$ cat config.mk
export PLATFORM = sky130hd
export DESIGN_NAME = touch_sense_clock_mask_regs
export DESIGN_NICKNAME = d
export VERILOG_FILES = /design/src/rtl/channel_startup.v /design/src/rtl/touch_sense_clock_mask_regs.v
export VERILOG_INCLUDE_DIRS = /design/src /design/src/common
export SDC_FILE = /design/constraint.sdc
export NUM_CORES = 1
export LEC_CHECK = 0
export ABC_AREA = 1
export BUFFER_PORTS_ARGS = -buffer_cell sky130_fd_sc_hd__clkbuf_2
export CORE_AREA = 3 3 125 127
export CTS_CLUSTER_SIZE = 16
export DETAILED_ROUTE_END_ITERATION = 8
export DIE_AREA = 0 0 128 130
export GPL_TIMING_DRIVEN = 0
export PLACE_DENSITY = 0.83
export SYNTH_ARGS = -nofsm -noshare
export SYNTH_HDL_FRONTEND = slang
export SYNTH_HIERARCHICAL = 1
export SYNTH_SLANG_ARGS = --single-unit
$ cat constraint.sdc
create_clock -name CORE_CLK -period 5.16 [get_ports CORE_CLK]
set_input_delay 0.258 -clock CORE_CLK [delete_from_list [all_inputs] [get_ports CORE_CLK]]
set_output_delay 0.258 -clock CORE_CLK [all_outputs]
set_load 0.05 [all_outputs]
$ cat src/common/touch_sense_regs.vh
// Summary of operation
// - Read-only sensor state register, bit n is channel n state, resets to zero.
// - Clock setting bit 7 drives clock output; off at 0 unless primary-chip mode.
// - Clock setting bit 6 selects external clock, stops oscillator; secondary mode forces it.
// - Clock setting bit 5 unused; controller writes zero, reads may return either.
// - Bits 4:3 divide oscillator by 64, 16, 4 or 1; reset code 01.
// - Bits 2:0 tune oscillator 0.5 to 1.75 times nominal; reset code 100.
// - Channels sampled in turn, one per internal clock, each at clock over 8.
// - Secondary-chip mode stops internal clock generator, sampling runs from clock input.
// - Channel enable register, 1 enables channel, resets to all ones.
// - Mask mode 0: disabled channels sampled, events do not update state or interrupt.
// - Mask mode 1: only enabled channels are sampled, disabled ones skipped.
// - Channel newly enabled runs the fast start-up sequence.
// - Registers and bus stay accessible and keep values with core supply off.
// - Power-on resets supply-domain registers including regulator-off, so regulator starts on.
// - After core reset each channel fast-charges, then fine steps, then enables counters.
// - Start-up sequencing runs independently per channel.
// - Clock and enable registers reached only by their own write and read commands.
// - A read with no command returns the sensor state register one cycle after the request.
// - Reading the sensor state register clears a pending interrupt indication.
`ifndef TOUCH_SENSE_REGS_VH
`define TOUCH_SENSE_REGS_VH
`define CMD_NONE 3'h0
`define CMD_READ_SENSOR 3'h1
`define CMD_WRITE_CLOCK 3'h2
`define CMD_READ_CLOCK 3'h3
`define CMD_WRITE_MASK 3'h4
`define CMD_READ_MASK 3'h5
`define SENSOR_STATE_RESET 8'h00
`define CLOCK_SETTING_RESET 8'h0C
`define CHANNEL_ENABLE_RESET 8'hFF
`define CLK_OUT_BIT 7
`define CLK_IN_BIT 6
`define UNUSED_BIT 5
`define COARSE_HI 4
`define COARSE_LO 3
`define TUNE_HI 2
`define TUNE_LO 0
`define NUM_CHANNELS 8
`define COARSE_DIV64 2'h0
`define COARSE_DIV16 2'h1
`define COARSE_DIV4 2'h2
`define COARSE_DIV1 2'h3
`define FAST_THRESHOLD 6'h30
`define FINAL_TARGET 6'h3F
`define FINE_STEP 6'h01
`define FAST_STEP 6'h08
`define DIV_LIMIT_64 6'h3F
`define DIV_LIMIT_16 6'h0F
`define DIV_LIMIT_4 6'h03
`define DIV_LIMIT_1 6'h00
`define REGULATOR_OFF_RESET 1'b0
`endif

$ cat src/rtl/channel_startup.v
`timescale 1ns/10ps
`include "touch_sense_regs.vh"
// Per-channel start-up: fast charge, fine charge, then counters live
module channel_startup #(
  parameter [5:0] FAST_THRESHOLD = `FAST_THRESHOLD,
  parameter [5:0] FINAL_TARGET = `FINAL_TARGET
) (
  input wire clk,
  input wire rst_n,
  input wire core_rst_n,
  input wire restart,
  input wire sample_en,
  output reg ready
);
  localparam ST_FAST = 3'b001;
  localparam ST_FINE = 3'b010;
  localparam ST_RUN = 3'b100;
  reg [2:0] state_reg;
  reg [5:0] charge_reg;

  // Charge level progresses only on this channel's own sample slot
  always @(posedge clk) begin
    if (!rst_n || !core_rst_n || restart) begin
      state_reg <= ST_FAST;
      charge_reg <= 6'h00;
      ready <= 1'b0;
    end else if (sample_en) begin
      case (state_reg)
        ST_FAST: begin
          if (charge_reg >= FAST_THRESHOLD) begin
            state_reg <= ST_FINE;
          end else begin
            charge_reg <= charge_reg + `FAST_STEP;
          end
        end
        ST_FINE: begin
          if (charge_reg >= FINAL_TARGET) begin
            state_reg <= ST_RUN;
            ready <= 1'b1; // counters enabled
          end else begin
            charge_reg <= charge_reg + `FINE_STEP;
          end
        end
        ST_RUN: begin
          ready <= 1'b1;
        end
        default: begin
          state_reg <= ST_FAST;
        end
      endcase
    end
  end
endmodule // channel_startup

$ cat src/rtl/touch_sense_clock_mask_regs.v
`timescale 1ns/10ps
`include "touch_sense_regs.vh"
// Register bank, clock divider, channel scan and start-up control
module touch_sense_clock_mask_regs #(
  parameter [5:0] FAST_THRESHOLD = `FAST_THRESHOLD
) (
  input wire CORE_CLK,
  input wire RST_N,
  input wire CORE_RST_N,
  input wire [2:0] CMD,
  input wire CMD_VALID,
  input wire [7:0] WR_DATA,
  output reg [7:0] RD_DATA,
  output reg RD_VALID,
  input wire PRIMARY_MODE,
  input wire SECONDARY_MODE,
  input wire MASK_POWER_MODE,
  input wire REGULATOR_OFF_WR,
  input wire REGULATOR_OFF_WE,
  output wire REGULATOR_OFF,
  input wire CLK_IN,
  output reg CLK_OUT,
  input wire [7:0] SENSE_IN,
  output wire [7:0] SAMPLE_SEL,
  output wire OSC_ENABLE,
  output wire [2:0] OSC_TUNING,
  output wire [7:0] CHANNEL_READY,
  output reg INT_PENDING
);
  reg [7:0] sensor_state_reg;
  reg [7:0] clock_setting_reg;
  reg [7:0] channel_enable_reg;
  reg regulator_off_reg;
  reg [7:0] enable_prev_reg;
  reg [5:0] div_cnt_reg;
  reg [5:0] div_limit;
  reg [2:0] chan_idx_reg;
  reg clk_in_s1_reg;
  reg clk_in_s2_reg;
  reg clk_in_s3_reg;
  reg [7:0] sense_s1_reg;
  reg [7:0] sense_s2_reg;
  reg [7:0] sensor_state_next;
  reg [2:0] idx_next;
  reg found;
  integer i;
  integer j;
  wire clk_in_sel;
  wire osc_tick;
  wire ext_tick;
  wire tick;
  wire [7:0] restart;
  wire [7:0] slot;
  wire scan_idle;
  wire chan_live;

  // Synchronisers for clock input and channel comparator outputs
  always @(posedge CORE_CLK) begin
    if (!RST_N) begin
      clk_in_s1_reg <= 1'b0;
      clk_in_s2_reg <= 1'b0;
      clk_in_s3_reg <= 1'b0;
      sense_s1_reg <= 8'h00;
      sense_s2_reg <= 8'h00;
    end else begin
      clk_in_s1_reg <= CLK_IN;
      clk_in_s2_reg <= clk_in_s1_reg;
      clk_in_s3_reg <= clk_in_s2_reg;
      sense_s1_reg <= SENSE_IN;
      sense_s2_reg <= sense_s1_reg;
    end
  end

  // Clock source choice
  assign clk_in_sel = clock_setting_reg[`CLK_IN_BIT] | SECONDARY_MODE;
  assign OSC_ENABLE = ~clk_in_sel;
  assign OSC_TUNING = clock_setting_reg[`TUNE_HI:`TUNE_LO];
  // Falling edge of input clock samples, opposite phase to primary
  assign ext_tick = clk_in_s3_reg & ~clk_in_s2_reg;

  // Coarse divider limit
  always @* begin
    case (clock_setting_reg[`COARSE_HI:`COARSE_LO])
      `COARSE_DIV64: div_limit = `DIV_LIMIT_64;
      `COARSE_DIV16: div_limit = `DIV_LIMIT_16;
      `COARSE_DIV4: div_limit = `DIV_LIMIT_4;
      `COARSE_DIV1: div_limit = `DIV_LIMIT_1;
      default: div_limit = `DIV_LIMIT_16;
    endcase
  end

  // Divider from core clock, stopped when external clock is used
  always @(posedge CORE_CLK) begin
    if (!RST_N || clk_in_sel) begin
      div_cnt_reg <= 6'h00;
    end else if (div_cnt_reg >= div_limit) begin
      div_cnt_reg <= 6'h00;
    end else begin
      div_cnt_reg <= div_cnt_reg + 6'h01;
    end
  end
  assign osc_tick = ~clk_in_sel & (div_cnt_reg >= div_limit);
  assign tick = clk_in_sel ? ext_tick : osc_tick;

  // Clock output toggles each oscillator tick when enabled
  always @(posedge CORE_CLK) begin
    if (!RST_N) begin
      CLK_OUT <= 1'b0;
    end else if (!(clock_setting_reg[`CLK_OUT_BIT] | PRIMARY_MODE)) begin
      CLK_OUT <= 1'b0;
    end else if (osc_tick) begin
      CLK_OUT <= ~CLK_OUT;
    end
  end

  // Next channel to sample; skip disabled ones in low-power mode
  assign scan_idle = MASK_POWER_MODE && (channel_enable_reg == 8'h00);
  always @* begin
    idx_next = chan_idx_reg + 3'h1;
    found = 1'b0;
    for (i = 1; i <= `NUM_CHANNELS; i = i + 1) begin
      if (!found && (!MASK_POWER_MODE || channel_enable_reg[(chan_idx_reg + i) % `NUM_CHANNELS])) begin
        idx_next = chan_idx_reg + i[2:0];
        found = 1'b1;
      end
    end
  end

  // Sequential scan, one channel per internal clock
  always @(posedge CORE_CLK) begin
    if (!RST_N || !CORE_RST_N) begin
      chan_idx_reg <= 3'h0;
    end else if (tick && !scan_idle) begin
      chan_idx_reg <= idx_next;
    end
  end
  // Low-power mode drops a slot landing on a channel that was just disabled
  assign chan_live = !MASK_POWER_MODE || channel_enable_reg[chan_idx_reg];
  assign slot = (tick && !scan_idle && chan_live) ? (8'h01 << chan_idx_reg) : 8'h00;
  assign SAMPLE_SEL = slot;

  // Newly enabled channels restart their start-up
  always @(posedge CORE_CLK) begin
    if (!RST_N) begin
      enable_prev_reg <= `CHANNEL_ENABLE_RESET;
    end else begin
      enable_prev_reg <= channel_enable_reg;
    end
  end
  assign restart = channel_enable_reg & ~enable_prev_reg;

  // One start-up sequencer per channel
  genvar g;
  generate
    for (g = 0; g < `NUM_CHANNELS; g = g + 1) begin : gen_start
      channel_startup #(
        .FAST_THRESHOLD(FAST_THRESHOLD),
        .FINAL_TARGET(`FINAL_TARGET)
      ) u_start (
        .clk(CORE_CLK),
        .rst_n(RST_N),
        .core_rst_n(CORE_RST_N),
        .restart(restart[g]),
        .sample_en(slot[g]),
        .ready(CHANNEL_READY[g])
      );
    end
  endgenerate

  // Sensor state: sampled channel updates only if enabled and operational
  always @* begin
    sensor_state_next = sensor_state_reg;
    for (j = 0; j < `NUM_CHANNELS; j = j + 1) begin
      if (slot[j] && channel_enable_reg[j] && CHANNEL_READY[j]) begin
        sensor_state_next[j] = sense_s2_reg[j];
      end
    end
  end

  // Register bank in the always-on supply domain, only system reset clears it
  always @(posedge CORE_CLK) begin
    if (!RST_N) begin
      sensor_state_reg <= `SENSOR_STATE_RESET;
      clock_setting_reg <= `CLOCK_SETTING_RESET;
      channel_enable_reg <= `CHANNEL_ENABLE_RESET;
      regulator_off_reg <= `REGULATOR_OFF_RESET;
    end else begin
      sensor_state_reg <= sensor_state_next;
      if (CMD_VALID && CMD == `CMD_WRITE_CLOCK) begin
        clock_setting_reg <= {WR_DATA[7:6], 1'b0, WR_DATA[4:0]};
      end
      if (CMD_VALID && CMD == `CMD_WRITE_MASK) begin
        channel_enable_reg <= WR_DATA;
      end
      if (REGULATOR_OFF_WE) begin
        regulator_off_reg <= REGULATOR_OFF_WR;
      end
    end
  end
  assign REGULATOR_OFF = regulator_off_reg;

  // Read path, one cycle after the command
  always @(posedge CORE_CLK) begin
    if (!RST_N) begin
      RD_DATA <= 8'h00;
      RD_VALID <= 1'b0;
    end else begin
      RD_VALID <= 1'b0;
      if (CMD_VALID) begin
        case (CMD)
          `CMD_NONE, `CMD_READ_SENSOR: begin
            RD_DATA <= sensor_state_reg;
            RD_VALID <= 1'b1;
          end
          `CMD_READ_CLOCK: begin
            RD_DATA <= clock_setting_reg;
            RD_VALID <= 1'b1;
          end
          `CMD_READ_MASK: begin
            RD_DATA <= channel_enable_reg;
            RD_VALID <= 1'b1;
          end
          default: begin
            RD_DATA <= RD_DATA;
          end
        endcase
      end
    end
  end

  // Pending indication: set on a state change, cleared by a state read; set wins
  always @(posedge CORE_CLK) begin
    if (!RST_N) begin
      INT_PENDING <= 1'b0;
    end else if (sensor_state_next != sensor_state_reg) begin
      INT_PENDING <= 1'b1;
    end else if (CMD_VALID && (CMD == `CMD_NONE || CMD == `CMD_READ_SENSOR)) begin
      INT_PENDING <= 1'b0;
    end
  end
endmodule // touch_sense_clock_mask_regs

# Word level (Yosys, flattened, before mapping)
# Cells that the tools add are included.
# classes
add_sub_neg	32
magnitude_cmp	26
n_eq_ne	65
shift	1
mux	110
bitwise_logic	18
n_reduce_logical	112
# ops
cell	count
$ge 6x6->1 const B	16
$mux 6	16
$pmux 6 s2	8
$pmux 3 s3	8
$mux 3	22
$reduce_and 4->1	16
$add 6x1->6 const B	9
$add 6x4->6 const B	8
$lt 3x4->1 const B	9
$mux 1	36
$reduce_bool 2->1	17
$ne 2x1->1 const B	16
$ne 2x2->1 const B	16
$eq 3x2->1 const B	10
$eq 3x3->1 const B	10
$logic_and 1x1->1	29
$bmux 1 s3	9
$eq 3x1->1 const B	9
$add 3x3->3 const B	8
$pmux 6 s4	1
$pmux 8 s3	1
$reduce_and 3->1	8
$logic_or 1x1->1	20
$pmux 1 s2	8
other kinds (21)	54
# totals
reg_bits	151
input_bits	29
wordCells	404

# Longest topological paths before layout
# depth
ltp_word	27
depth_mapped	18
depth_no_buf	18

# By module
# The synthesis kept the hierarchy.
# by_module_without_submodules
module	instances	cells_each	area_each_um2	seq_area_each_um2
channel_startup	8	94	660.6	200.2
touch_sense_clock_mask_regs	1	540	3953.8	1421.4

# Worst setup path after synthesis
# Ideal clock, no wire load.
# synth_path
path_kind	register to register
from	reg clock_setting_reg[4]
to	reg gen_start[0].u_start.state_reg[0]
setup_time_ns	0.130
arrival_time_ns	2.925
required_ns	5.030
path_slack_ns	2.105
path_stages_with_launch	17
n_path_buf	0
path_cell_list	dfxtp_1 > inv_1 > nand2_1 > ha_1 > nand2_1 > nor2_1 > nand2_1 > nand2_1 > nand2_1 > nand2_4 > nand3_4 > nor2_1 > inv_1 > nor2_8 > nand3_4 > nand2_1 > nand3_1
# synth_between
elab_chain_cells	9
word_cells_on_any_way	12
classes_between	order compare (1); eq/ne (3); mux (3); bitwise (1); reduce/logical (4)
# synth_lines
item	line_no	source
start: declaration	touch_sense_clock_mask_regs.v:31	reg [7:0] clock_setting_reg;
start signal: assignment	touch_sense_clock_mask_regs.v:184	clock_setting_reg <= `CLOCK_SETTING_RESET;
start signal: assignment	touch_sense_clock_mask_regs.v:190	clock_setting_reg <= {WR_DATA[7:6], 1'b0, WR_DATA[4:0]};
$eq 2x2->1, or another cell as far along	touch_sense_clock_mask_regs.v:83	case (clock_setting_reg[`COARSE_HI:`COARSE_LO])
$pmux 6 s4 (*)	touch_sense_clock_mask_regs.v:83	
$ge 6x6->1 (*)	touch_sense_clock_mask_regs.v:102	assign osc_tick = ~clk_in_sel & (div_cnt_reg >= div_limit);
$and 1x1->1 (*)	touch_sense_clock_mask_regs.v:102	
$mux 1 (*)	touch_sense_clock_mask_regs.v:103	assign tick = clk_in_sel ? ext_tick : osc_tick;
$logic_and 1x1->1 (*) (2 in a row)	touch_sense_clock_mask_regs.v:139	assign slot = (tick && !scan_idle && chan_live) ? (8'h01 << chan_idx_reg) : 8'h00;
$mux 8 (*)	touch_sense_clock_mask_regs.v:139	
via SAMPLE_SEL[0]	touch_sense_clock_mask_regs.v:24	output wire [7:0] SAMPLE_SEL,
$reduce_and 4->1 (no line) (*)	--	
end signal: assignment	channel_startup.v:31	state_reg <= ST_FINE;
end signal: assignment	channel_startup.v:38	state_reg <= ST_RUN;
end signal: assignment	channel_startup.v:48	state_reg <= ST_FAST;
end: declaration	channel_startup.v:18	reg [2:0] state_reg;
# Mark *: on every way through the listed nets, which the timed path passes. The rest lies on a longest branch.
# A chain may end at the register's enable or synchronous reset.

# Final worst setup path
# layout_path
from	reg clock_setting_reg[4]
to	out SAMPLE_SEL[0]
# layout_between
elab_chain_cells	8
word_cells_on_any_way	11
classes_between	order compare (1); eq/ne (3); mux (3); bitwise (1); reduce/logical (3)
# layout_lines
item	line_no
$eq 2x2->1, or another cell as far along	touch_sense_clock_mask_regs.v:83
$pmux 6 s4 (*)	touch_sense_clock_mask_regs.v:83
$ge 6x6->1 (*)	touch_sense_clock_mask_regs.v:102
$and 1x1->1 (*)	touch_sense_clock_mask_regs.v:102
$mux 1 (*)	touch_sense_clock_mask_regs.v:103
$logic_and 1x1->1 (*) (2 in a row)	touch_sense_clock_mask_regs.v:139
$mux 8 (*)	touch_sense_clock_mask_regs.v:139
end: declaration	touch_sense_clock_mask_regs.v:24
# Mark *: on every way between the ends. The rest lies on a longest branch, timed or not.

==> summary.md <==
| Metric | Value |
|---|---|
| Status | `finished, final reports clean` |
| Slew @ Worst Pin | `about 0.66 ns` |
| Worst reg2reg startpoint | `clock_setting_reg[4]` |
| Mapped Area | `just over 9000 um2` |
| Die Span X | `128 um` |
| Pint | `around 0.0020 W` |
| Seq pwr share | `45.3%` |
| Crit path from | `clock_setting_reg[4]` |
| Seq/Total Area, Yosys | `roughly a third` |
| Share of cells above drive strength 1 | `about a fifth` |
| Commonest non-fill, non-tap cell in the layout | `nand2_1` |
| Clk_skew | `between 0.007 and 0.008 ns` |
| ANT cells | `0` |
| CTS tree | `yes` |
| Static leakage power | `between 4 and 5 nW` |
| Total die area | `between 15000 and 20000 um2` |
| Critical Path Stages | `12` |
| Fin crit period | `roughly 3.4 ns` |
| Net load switching power | `about 0.0006 W` |
| Slowest cell on crit path | `nor2_1` |
| WP data arrival | `roughly 3.1 ns` |
| Reg2reg path depth | `16` |
| FMAX | `297 MHz` |
| Tot GR Track Use | `25.6%` |
| Initial antenna violation count | `0` |
| Clk pwr share | `approximately half` |
| Final Hold Violating Endpoints | `0` |
| Top cell by count, worst path | `nand2_1` |
| Synth Flop Type | `dfxtp_1` |
| Via count | `approximately 8600` |
| Clock transition at the registers of the reported paths | `roughly 0.06 ns` |
| Worst R2R End | `gen_start[0].u_start/state_reg[0]` |
| Antenna viol nets, final | `0` |
| Setup-failing EPs final | `0` |
| Fin crit share | `65.2%` |
| Crit Path Max Fanout | `8` |
| Final net count | `1430` |
| Gpl congestion | `~0.92` |
| Critical path destination | `SAMPLE_SEL[0]` |
| Clock latency on the worst-skew pair | `around 0.43 ns` |
| Post-DP HPWL | `between 15000 and 20000 um` |
| Min-Delay Path Class | `in2reg` |
| Post-CTS Resized | `0` |
| Post-CTS Setup Inserts | `0` |
| Max reg flops | `48` |
| First-pass GRT wire length | `about 35000 um` |
| RSZ-0062 raised after global routing | `false` |
| Critical path startpoint category | `register` |
| Grt ovf | `0` |
| DR vias/cell | `5.48` |
| Starting utilization of the core area | `between 60% and 70%` |
| CTS Buffer Depth | `2` |
| Max Cap Viol | `0` |
| # IOs | `61` |
| Delay-heaviest family, CP | `simple AND/OR/NAND/NOR gates` |
| CP max stage delay | `approximately 0.57 ns` |
| Final worst setup slack | `about 1.8 ns` |
| Crit path cell chain | `inv_1 > nand2_1 > ha_1 > nand2_1 > nor2_1 > nand2_1 > nand2_1 > nand2_1 > nand2_4 > nand3_4 > nor2_1 > clkbuf_2` |
| Residual DRC count | `0` |
| Synth-to-layout area growth | `12.4%` |
| Clock Sinks | `151` |
| WP buf/inv | `2` |
| Core Area | `around 15000 um2` |
| CTS Root Buffer Type | `clkbuf_16` |
| Hold-fix buffers, CTS | `0` |
| Hold_ws | `0.0112 ns` |
| Final wirelength | `20800 um` |
| Critical path type | `reg2out` |
| Switching part of the total | `a little under a quarter` |
| Setup TNS | `0 ns` |
| Mapped Nets | `1352` |
| Vias in the first global route | `around 8000` |
| Fin. max-slew vios | `0` |
| Post-synth EDFFs | `0` |
| Drt pass-1 iters | `5` |
| Syn. warnings | `6` |
| PD cells | `roughly 250 nW/um2` |
| Mapped Cells | `1292` |
| Starting DRT DRC Count | `roughly 490` |
| Worst IR Drop VDD | `a little under 0.2 mV` |
| Die Ht | `about 130 um` |
| Mean post-synth cell area | `approximately 7.2 um2` |
| Async set or reset register ratio after synthesis | `0%` |
| Yosys reg bits | `roughly 150` |
| Crit. End Element | `output port` |
| Netlist cell types | `between 40 and 50` |
| Setup slack, reg-to-reg | `approximately 2.1 ns` |
| CTS buffer count | `17` |
| Largest net degree at the start of global routing | `17` |
| Combinational Power Share | `between 5 and 6%` |
| Wire per inst | `roughly 13 um` |
| Req. time, crit path | `about 4.9 ns` |
| Std-Cell Rows | `44` |
| Max_slew headroom | `between 50% and 60%` |
| Worst slack, placed | `about 2.3 ns` |
| Highest-count cells in the layout ignoring fill and taps | `nand2_1, inv_1, dfxtp_1` |
| PortBufs | `a little under 60` |
| H-tree levels | `4` |
==> per-layer routing <==
| layer | track usage (%) | vias up | routed length (um) |
|---|---|---|---|
| li1 | - | 4384 | - |
| met1 | 32.2 | 3902 | 9160 |
| met2 | 44.1 | 253 | 9920 |
| met3 | 5.24 | 44 | 1260 |
| met4 | 8.93 | 0 | 454 |
| met5 | 0 | - | 0 |
==> worst reg2reg max path, stage by stage (launching register included) <==
cell and delay, ns:
dfxtp_1 0.34, inv_1 0.12, nand2_1 0.11, ha_1 0.31, nand2_1 0.09, nor2_1 0.14, nand2_1 0.09, nand2_1 0.07
nand2_1 0.10, nand2_4 0.14, nand3_4 0.19, nor2_1 0.57, inv_1 0.23, nor2_8 0.19, nand3_4 0.09, nand2_1 0.08
nand3_1 0.06
==> power by group through the flow <==
stage / Combinational, W / Sequential (W) / Clock (W)
2_1_floorplan: 0.0000879 / 0.00124 / 0
3_3_place_gp: 0.000151 / 0.00122 / 0
3_5_place_dp: 0.000153 / 0.00122 / 0
4_1_cts: 0.000155 / 0.00120 / 0.00131
5_1_grt: 0.000172 / 0.00120 / 0.00136
6_report: 0.000156 / 0.00120 / 0.00129
==> cell type report <==
cell class / count / area (um2)
Buffer: 16 / 108
Timing Repair Buffer: 59 / 295
Inverter: 199 / 754
Clock inverter: 10 / 144
Tap cell: 184 / 230
Sequential cell: 151 / 3020
Clock buffer: 22 / 474
Fill cell: 1193 / 4150
Multi-Input combinational cell: 926 / 5350
==> worst min path at each step <==
stage / start / endpoint / slack (ns) / depth (start not counted)
4_1_cts: CLK_IN / clk_in_s1_reg / 0.005 / 3
3_3_place_gp: sense_s1_reg[0] / sense_s2_reg[0] / 0.40 / 2
5_1_grt: SENSE_IN[5] / sense_s1_reg[5] / 0.02 / 3
6_report: SENSE_IN[1] / sense_s1_reg[1] / 0.01 / 3
3_5_place_dp: sense_s1_reg[6] / sense_s2_reg[6] / 0.40 / 2
2_1_floorplan: REGULATOR_OFF_WE / REGULATOR_OFF / 0.35 / 1
==> Yosys cell counts (5+ instances only) <==
cell type / number / share of area [%]
nand4_2: 11 / 1.5
nand2_1: 305 / 12
clkbuf_1: 8 / 0.33
a21oi_1: 67 / 3.6
nand3_2: 14 / 1.5
nand3b_1: 6 / 0.49
o21ai_1: 19 / 1.0
ha_1: 31 / 4.2
nor2_2: 15 / 1.0
nand2_2: 28 / 1.9
nor3_4: 5 / 0.88
nor2_1: 130 / 5.3
nand4_1: 47 / 3.2
o211ai_1: 10 / 0.81
nand3_1: 116 / 6.3
a211oi_1: 9 / 0.73
inv_1: 158 / 6.4
inv_2: 39 / 1.6
nor2_8: 10 / 2.2
dfxtp_1: 151 / 33
nand3_4: 18 / 3.4
nor2_4: 16 / 2.0
o21ai_0: 28 / 1.5
xor2_1: 17 / 1.6
==> kinds of logic (layout without fill, tap and decap cells) <==
family | count (synthesis) | count (layout) | share of synthesized area, %
AO/OA/AOI/OAI | 149 | 149 | 9.17
XOR/XNOR | 20 | 20 | 2.18
adder cells (fa/ha/maj) | 31 | 31 | 4.20
buffers and inverters | 215 | 306 | 9.33
flip-flops | 151 | 151 | 32.7
AND/OR/NAND/NOR | 726 | 726 | 42.4
==> metrics by stage <==
step / total power [W] / cells / instance area, um2 / utilization, %
floorplan: 0.00133 / 1292 / 9240 / -
global placement: 0.00137 / 1535 / 9760 / 67.2
detailed placement: 0.00138 / 1535 / 9760 / 67.2
CTS: 0.00266 / 1567 / 10400 / 71.4
global route: 0.00273 / 1567 / 10400 / 71.4
finish: 0.00264 / 1567 / 10400 / 71.4
Power figures use the tool's default switching activity.
